**config.mk**
```make
export PLATFORM = sky130hd
export DESIGN_NAME = spreading_rate_config
export DESIGN_NICKNAME = d
export VERILOG_FILES = /design/src/spreading_pkg.sv /design/src/code_store.sv /design/src/spreading_rate_config.sv
export SDC_FILE = /design/constraint.sdc
export NUM_CORES = 1
export LEC_CHECK = 0
export BUFFER_PORTS_ARGS = -buffer_cell sky130_fd_sc_hd__buf_2
export CORE_MARGIN = 1
export CORE_UTILIZATION = 50
export CTS_CLUSTER_SIZE = 20
export DETAILED_ROUTE_END_ITERATION = 6
export GPL_TIMING_DRIVEN = 0
export PLACE_DENSITY = 0.71
export REMOVE_ABC_BUFFERS = 1
export SLEW_MARGIN = 10
export SYNTH_ARGS = -nofsm -noshare
export SYNTH_HDL_FRONTEND = slang
export SYNTH_SLANG_ARGS = --single-unit
```
**constraint.sdc**
```tcl
create_clock -name clk_i -period 7.7 [get_ports clk_i]
set_input_delay 0.77 -clock clk_i [delete_from_list [all_inputs] [get_ports clk_i]]
set_output_delay 0.77 -clock clk_i [all_outputs]
set_load 0.02 [all_outputs]
```
**src/spreading_pkg.sv**
```systemverilog
package spreading_pkg;

  // Register indices; byte address on the bus is four times the index
  localparam logic [7:0] IDX_CODE_SELECT = 8'h03;
  localparam logic [7:0] IDX_SPREAD_CFG  = 8'h04;
  localparam logic [7:0] IDX_CODE_BASE   = 8'h08;
  localparam logic [7:0] IDX_CODE_LAST   = 8'h0f;
  localparam logic [7:0] IDX_MODE_STATUS = 8'h20;

  // Field positions
  localparam int CFG_SAMPLE_BIT = 0;
  localparam int CFG_RATE_BIT   = 1;
  localparam int CFG_WIDTH_BIT  = 2;
  localparam int SEL_CODE_BIT   = 5;

  // Values after reset
  localparam logic [2:0] CFG_RESET  = 3'h0;
  localparam logic       SEL_RESET  = 1'b0;
  localparam logic [7:0] CODE_RESET = 8'h00;

  // Code geometry
  localparam int         CODE_BYTES  = 8;
  localparam logic [6:0] CHIPS_LONG  = 7'h40;
  localparam logic [6:0] CHIPS_SHORT = 7'h20;

  // Raw throughput in bits per second for each rate
  localparam int RATE_NORMAL_BPS = 32000;
  localparam int RATE_DOUBLE_BPS = 62500;

  typedef enum logic [0:0] {TX_IDLE, TX_SEND} tx_state_e;

endpackage

```
**src/code_store.sv**
```systemverilog
`timescale 1ns/1ps
module code_store
  import spreading_pkg::*;
(
  input  wire logic        clk_i,
  input  wire logic        rst_i,
  input  wire logic        we_i,
  input  wire logic [2:0]  wr_idx_i,
  input  wire logic [7:0]  wr_data_i,
  input  wire logic [2:0]  rd_idx_i,
  output logic      [7:0]  rd_data_o,
  output logic      [63:0] code_o
);

  logic [7:0] mem_q [CODE_BYTES];

  for (genvar i = 0; i < CODE_BYTES; i++) begin : g_byte
    always_ff @(posedge clk_i) begin
      if (rst_i) begin
        mem_q[i] <= CODE_RESET;
      end else if (we_i && wr_idx_i == 3'(i)) begin
        mem_q[i] <= wr_data_i;
      end
    end
    assign code_o[8*i +: 8] = mem_q[i];
  end

  always_ff @(posedge clk_i) begin
    if (rst_i) begin
      rd_data_o <= 8'h00;
    end else begin
      rd_data_o <= mem_q[rd_idx_i];
    end
  end

endmodule

```
**src/spreading_rate_config.sv**
```systemverilog
`timescale 1ns/1ps
module spreading_rate_config
  import spreading_pkg::*;
(
  input  wire logic        clk_i,
  input  wire logic        rst_i,
  input  wire logic        wb_cyc_i,
  input  wire logic        wb_stb_i,
  input  wire logic        wb_we_i,
  input  wire logic [9:0]  wb_adr_i,
  input  wire logic [3:0]  wb_sel_i,
  input  wire logic [31:0] wb_dat_i,
  output logic      [31:0] wb_dat_o,
  output logic             wb_ack_o,
  input  wire logic        chip_tick_i,
  input  wire logic        tx_bit_i,
  input  wire logic        tx_valid_i,
  input  wire logic        tx_last_i,
  output logic             tx_ready_o,
  output logic             tx_chip_o,
  output logic             tx_active_o,
  input  wire logic        rx_restart_i,
  input  wire logic        rx_chip_i,
  input  wire logic        rx_chip_valid_i,
  output logic             rx_valid_o,
  output logic      [1:0]  rx_bits_o,
  output logic             rx_two_bits_o,
  output logic             rx_code_id_o,
  output logic             short_code_o,
  output logic             double_rate_o,
  output logic             oversample_12x_o
);

  logic [2:0]  cfg_q;
  logic        sel_q;
  logic        pend_q;
  logic        ack_q;
  logic [31:0] dat_q;
  logic [7:0]  idx;
  logic        req;
  logic        wr_now;
  logic        mem_hit;
  logic [7:0]  mem_rd;
  logic [63:0] code;
  logic [7:0]  status;

  assign idx     = wb_adr_i[9:2];
  assign req     = wb_cyc_i && wb_stb_i;
  assign wr_now  = req && pend_q && !ack_q && wb_we_i && wb_sel_i[0];
  assign mem_hit = idx >= IDX_CODE_BASE && idx <= IDX_CODE_LAST;

  // Mode decode
  logic short_c;
  logic double_c;
  logic os12_c;
  logic dual_c;
  logic [6:0] chips;

  assign short_c  = cfg_q[CFG_WIDTH_BIT];
  assign double_c = short_c && cfg_q[CFG_RATE_BIT];
  // 12x sampling decides on the first correlator only and costs the second code
  assign os12_c   = short_c && !double_c && cfg_q[CFG_SAMPLE_BIT];
  assign dual_c   = short_c && !double_c && !os12_c;
  assign chips    = short_c ? CHIPS_SHORT : CHIPS_LONG;

  // Bus slave: ack two edges after the request so read data leave a flop
  always_ff @(posedge clk_i) begin
    if (rst_i) begin
      pend_q <= 1'b0;
      ack_q  <= 1'b0;
    end else begin
      pend_q <= req && !pend_q && !ack_q;
      ack_q  <= req && pend_q && !ack_q;
    end
  end

  always_ff @(posedge clk_i) begin
    if (rst_i) begin
      dat_q <= 32'h0000_0000;
    end else if (req && pend_q && !ack_q) begin
      dat_q <= 32'h0000_0000;
      if (idx == IDX_SPREAD_CFG) begin
        dat_q[2:0] <= cfg_q;
      end else if (idx == IDX_CODE_SELECT) begin
        dat_q[SEL_CODE_BIT] <= sel_q;
      end else if (idx == IDX_MODE_STATUS) begin
        dat_q[7:0] <= status;
      end else if (mem_hit) begin
        dat_q[7:0] <= mem_rd;
      end
    end
  end

  // Upper bits are dropped; software keeps them zero
  always_ff @(posedge clk_i) begin
    if (rst_i) begin
      cfg_q <= CFG_RESET;
    end else if (wr_now && idx == IDX_SPREAD_CFG) begin
      cfg_q <= wb_dat_i[2:0];
    end
  end

  // Consistency with the short code is left to software
  always_ff @(posedge clk_i) begin
    if (rst_i) begin
      sel_q <= SEL_RESET;
    end else if (wr_now && idx == IDX_CODE_SELECT) begin
      sel_q <= wb_dat_i[SEL_CODE_BIT];
    end
  end

  code_store i_code_store (
    .clk_i     (clk_i),
    .rst_i     (rst_i),
    .we_i      (wr_now && mem_hit),
    .wr_idx_i  (idx[2:0]),
    .wr_data_i (wb_dat_i[7:0]),
    .rd_idx_i  (idx[2:0]),
    .rd_data_o (mem_rd),
    .code_o    (code)
  );

  // Transmit spreader
  tx_state_e  tx_state_q;
  logic [5:0] tx_idx_q;
  logic       tx_half_q;
  logic       tx_val_q;
  logic       pair_have_q;
  logic       pair_bit_q;
  logic       tx_take;
  logic       tx_start;
  logic [5:0] tx_pos;

  assign tx_take  = tx_state_q == TX_IDLE && tx_valid_i && tx_ready_o;
  // Double rate waits for a partner bit unless the frame ends here
  assign tx_start = tx_take && (!double_c || pair_have_q || tx_last_i);
  assign tx_pos   = tx_idx_q + {tx_half_q, 5'h00};

  always_ff @(posedge clk_i) begin
    if (rst_i) begin
      pair_have_q <= 1'b0;
      pair_bit_q  <= 1'b0;
    end else if (tx_take) begin
      pair_have_q <= double_c && !pair_have_q && !tx_last_i;
      pair_bit_q  <= tx_bit_i;
    end
  end

  // Mode changes mid-symbol are not guarded; reconfigure while idle
  always_ff @(posedge clk_i) begin
    if (rst_i) begin
      tx_state_q <= TX_IDLE;
      tx_idx_q   <= 6'h00;
      tx_half_q  <= 1'b0;
      tx_val_q   <= 1'b0;
      tx_ready_o <= 1'b0;
    end else begin
      case (tx_state_q)
        TX_IDLE: begin
          tx_ready_o <= !tx_start;
          if (tx_start) begin
            tx_state_q <= TX_SEND;
            tx_idx_q   <= 6'h00;
            if (!double_c) begin
              tx_val_q  <= tx_bit_i;
              tx_half_q <= short_c && sel_q;
            end else if (pair_have_q) begin
              tx_val_q  <= pair_bit_q;
              tx_half_q <= tx_bit_i;
            end else begin
              tx_val_q  <= tx_bit_i;
              tx_half_q <= 1'b0;
            end
          end
        end
        TX_SEND: begin
          tx_ready_o <= 1'b0;
          if (chip_tick_i) begin
            tx_idx_q <= tx_idx_q + 6'h01;
            if ({1'b0, tx_idx_q} == chips - 7'h01) begin
              tx_state_q <= TX_IDLE;
              tx_ready_o <= 1'b1;
            end
          end
        end
        default: begin
          tx_state_q <= TX_IDLE;
          tx_ready_o <= 1'b0;
        end
      endcase
    end
  end

  // A one bit sends the code as stored, a zero sends it inverted
  always_ff @(posedge clk_i) begin
    if (rst_i) begin
      tx_chip_o   <= 1'b0;
      tx_active_o <= 1'b0;
    end else begin
      tx_active_o <= tx_state_q == TX_SEND;
      if (tx_state_q == TX_SEND && chip_tick_i) begin
        tx_chip_o <= ~(code[tx_pos] ^ tx_val_q);
      end
    end
  end

  // Receive correlator against both halves of the stored code
  logic [5:0] rx_idx_q;
  logic [6:0] agree_a_q;
  logic [6:0] agree_b_q;
  logic [6:0] agree_a;
  logic [6:0] agree_b;
  logic [6:0] dev_a;
  logic [6:0] dev_b;
  logic [6:0] mid;
  logic       pick_b;
  logic       rx_end;

  assign mid     = {1'b0, chips[6:1]};
  assign agree_a = agree_a_q + {6'h00, rx_chip_i == code[{1'b0, rx_idx_q[4:0]} | {rx_idx_q[5], 5'h00}]};
  assign agree_b = agree_b_q + {6'h00, rx_chip_i == code[{1'b1, rx_idx_q[4:0]}]};
  assign dev_a   = agree_a >= mid ? agree_a - mid : mid - agree_a;
  assign dev_b   = agree_b >= mid ? agree_b - mid : mid - agree_b;
  assign pick_b  = (double_c || dual_c) && dev_b > dev_a;
  assign rx_end  = rx_chip_valid_i && {1'b0, rx_idx_q} == chips - 7'h01;

  always_ff @(posedge clk_i) begin
    if (rst_i || rx_restart_i) begin
      rx_idx_q  <= 6'h00;
      agree_a_q <= 7'h00;
      agree_b_q <= 7'h00;
    end else if (rx_end) begin
      rx_idx_q  <= 6'h00;
      agree_a_q <= 7'h00;
      agree_b_q <= 7'h00;
    end else if (rx_chip_valid_i) begin
      rx_idx_q  <= rx_idx_q + 6'h01;
      agree_a_q <= agree_a;
      agree_b_q <= agree_b;
    end
  end

  always_ff @(posedge clk_i) begin
    if (rst_i) begin
      rx_valid_o    <= 1'b0;
      rx_bits_o     <= 2'h0;
      rx_two_bits_o <= 1'b0;
      rx_code_id_o  <= 1'b0;
    end else begin
      rx_valid_o <= rx_end && !rx_restart_i;
      if (rx_end && !rx_restart_i) begin
        rx_bits_o[0]  <= (pick_b ? agree_b : agree_a) >= mid;
        rx_bits_o[1]  <= double_c && pick_b;
        rx_two_bits_o <= double_c;
        rx_code_id_o  <= dual_c && pick_b;
      end
    end
  end

  // Mode status and outputs to the baseband; chip rate sets the throughput
  assign status = {2'b00, pair_have_q, tx_state_q == TX_SEND, dual_c, os12_c, double_c, short_c};

  always_ff @(posedge clk_i) begin
    if (rst_i) begin
      short_code_o     <= 1'b0;
      double_rate_o    <= 1'b0;
      oversample_12x_o <= 1'b0;
    end else begin
      short_code_o     <= short_c;
      double_rate_o    <= double_c;
      oversample_12x_o <= os12_c;
    end
  end

  assign wb_dat_o = dat_q;
  assign wb_ack_o = ack_q;

endmodule

```
==> flow_summary_export.csv <==
group,metric,value,unit
clocking,clkSinkCount,128,
final_layout,final_cell_mix,"65 x nor2_1, 65 x and2_1, 64 x edfxtp_1, 62 x dfxtp_1, 49 x mux4_2",
worst_setup_path,crit_path_end_kind,"flip-flop",
clocking,h-tree-depth,4,
timing,finalCritPeriodShare,0.9355,
synthesis,yosysWarningCount,0,
power_and_ir_drop,combPwrFrac,0.100,
detailed_routing,first_pass_iters,7,
placement,place_worst_setup_slack,86.25,ps
global_routing,grt_pass1_vias,5325,
worst_setup_path,required,8030,ps
timing,fin_worst_skew,11.72,ps
power_and_ir_drop,p_clk_frac,0.470,
timing,period_minus_slack,7203,ps
synthesis,synth-async-reset-ratio,0,
timing,relSlewSlack,0.3422,
die,fp.dieW,124.8,um
power_and_ir_drop,p_int,1327,uW
clocking,clock-root-buffer,"clkbuf_16",
die,start_util,0.5150,
run_status,violations,"design-rule violations",
synthesis,synth_flop_cell,"edfxtp_1",
placement,portBuffers,48,
detailed_routing,vias,5417,
clocking,clock_path_buffers,2,
die,die_h,124.8,um
timing,drv_slew,0,
final_layout,diodes,0,
die,fp-row-count,44,
placement,dpl-instance-area,7777,um^2
synthesis,synth.cell_area,7542,um^2
synthesis,ys_ff_latch,128,
power_and_ir_drop,p_switching,435.5,uW
timing,fmax,138.8,MHz
timing,hold_slack,437.8,ps
power_and_ir_drop,power_density,210.2,nW/um^2
final_layout,stdcell_area,8388,um^2
global_routing,grt_pass1_wl,28460,um
die,core-area,14640,um^2
synthesis,synth_area_per_cell,11.01,um^2
timing,tightest_slew,986.8,ps
run_status,status,"complete, but fails checks",
clocking,postCtsSetupBuffers,0,
power_and_ir_drop,ir_drop,0.1662,mV
global_routing,antenna_found_initial,0,
detailed_routing,antenna_left,0,
die,dieArea,15580,um^2
power_and_ir_drop,p_leak,0.003167,uW
clocking,clk_latency,420,ps
die,num_io_pins,102,
timing,finalSetupViolCount,0,
clocking,cts_tree,"yes",
placement,hpwl,12440,um
detailed_routing,drt_first_iter_violations,418,
detailed_routing,routed_wirelength,17390,um
synthesis,synth-edff-count,64,
worst_setup_path,crit_path_start_kind,"flip-flop",
clocking,cts_resized,0,
detailed_routing,vias_per_cell,5.946,
placement,gp_congestion,0.9280,
power_and_ir_drop,switching_share,0.2471,
timing,rsz0062_at_grt,"no",
power_and_ir_drop,seq_power_share,0.431,
global_routing,grt_usage,0.2386,
worst_setup_path,cp_data_arrival_time,7530,ps
final_layout,final_nets,795,
timing,tns,0,ps
worst_setup_path,worst-path-max-fanout,19,
synthesis,postSynthCellCount,685,
timing,finalHoldViolCount,0,
final_layout,drive_above_1_share,0.2036,
global_routing,grt_max_degree,56,
min_path,min_path_type,"reg2reg",
global_routing,overflow,0,
clocking,clkSlewWorstSetupHoldPaths,60,ps
detailed_routing,remaining_drc_errors,28,
worst_setup_path,critPathKind,"reg2reg",
clocking,cts_made_buffers,17,
detailed_routing,wl_per_cell,19.09,um
synthesis,yosysSeqAreaShare,0.4247,
timing,worst_slack,496.9,ps
run,cap_violations,0,
synthesis,yosysUniqueCellTypes,55,
clocking,hold_buffers,0,
final_layout,syn2layout_area_growth,11.21,%
==> sequential cells by signal, summed over array words and instances (netlist names), 2 cells and up <==
register	cells
rx_idx_q	6
i_code_store.rd_data_o	8
tx_idx_q	6
wb_dat_o	8
i_code_store.mem_q	64
agree_b_q	7
agree_a_q	7
rx_bits_o	2
cfg_q	3
==> worst max-delay path, stage by stage, from the launching register on <==
cell and delay, ps:
dfxtp_1 920, mux4_2 430, mux4_2 480, mux2_2 330
nand2_1 80, o21ai_0 140, xnor2_1 180, ha_1 260
ha_1 320, nand3_1 140, xor2_1 410, nand2_1 160
a21oi_1 250, nand2b_1 190, a211oi_1 230, a21oi_1 80
ha_1 300, a21o_1 110, a21oi_1 70, a21o_1 160
a31oi_1 340, and3_1 300, mux2_2 350, ha_1 290
a31oi_1 70, mux2_2 280, a311oi_1 240
==> per-layer routing <==
layer,track usage,wire (um),vias up
li1,-,-,2516
met1,0.3122,7535,2607
met2,0.3705,7988,266
met3,0.07818,1504,28
met4,0.08680,361,0
met5,0,0,-
==> power groups by stage <==
stage / registers (uW) / clock network (uW) / logic [uW]
after detailed placement: 773 / 0 / 174
after floorplan: 764 / 0 / 119
final: 759 / 828 / 175
after global placement: 772 / 0 / 169
after CTS: 759 / 839 / 175
after global routing: 762 / 872 / 193
==> synthesized netlist by cell type, types with 5 or more instances <==
cell type / instances / area share
a21o_1: 5 / 0.0050
mux2_2: 7 / 0.010
and2_1: 65 / 0.054
nor2_1: 65 / 0.032
buf_2: 7 / 0.0046
and3_1: 5 / 0.0041
nor3_1: 15 / 0.010
o21ai_0: 10 / 0.0066
a21oi_1: 22 / 0.015
ha_1: 21 / 0.035
buf_4: 24 / 0.024
inv_1: 15 / 0.0075
nand2_1: 40 / 0.020
xnor2_1: 17 / 0.020
mux2i_1: 29 / 0.038
a31oi_1: 7 / 0.0058
mux4_2: 49 / 0.15
nand4_1: 12 / 0.010
xor2_1: 25 / 0.029
nand3_1: 26 / 0.017
clkbuf_1: 25 / 0.012
buf_1: 5 / 0.0025
dfxtp_1: 64 / 0.17
edfxtp_1: 64 / 0.25
==> kinds of logic (layout without fill, tap and decap cells) <==
kind of cell / Yosys count / in the layout / share of synthesized area
fa+ha+maj: 23 / 23 / 0.04015
compound gates: 78 / 78 / 0.06835
simple gates: 252 / 252 / 0.1714
flops: 128 / 128 / 0.4247
buf+inv: 76 / 95 / 0.05093
other cells: 1 / 24 / 0.0004972
xor+xnor: 42 / 42 / 0.04877
mux: 85 / 85 / 0.1953
==> area by class of cell <==
| type | count | area [um^2] |
|---|---|---|
| inverter | 15 | 56.30 |
| multi-input combinational | 504 | 4046 |
| tap | 184 | 230.2 |
| clock buffer | 18 | 429.2 |
| timing repair buffer | 48 | 240.2 |
| sequential | 128 | 3206 |
| fill | 1198 | 6256 |
| clock inverter | 14 | 180.2 |
==> final timing paths <==
check / start / to / slack (ps) / cells past startpoint
worst min-delay path: pend_q / pend_q / 440 / 1
worst max register to register: rx_idx_q[1] / rx_bits_o[0] / 500 / 26
worst max-delay path: rx_idx_q[1] / rx_bits_o[0] / 500 / 26
worst min register to register: pend_q / pend_q / 440 / 1
==> through the flow <==
step,std cells,power (uW),utilization
3_5_place_dp,879,946.9,0.5311
3_3_place_gp,879,940.8,0.5307
5_1_grt,911,1827,0.5728
6_report,911,1763,0.5728
2_1_floorplan,647,883.2,-
4_1_cts,911,1773,0.5727
(Power assumes the default switching activity.)
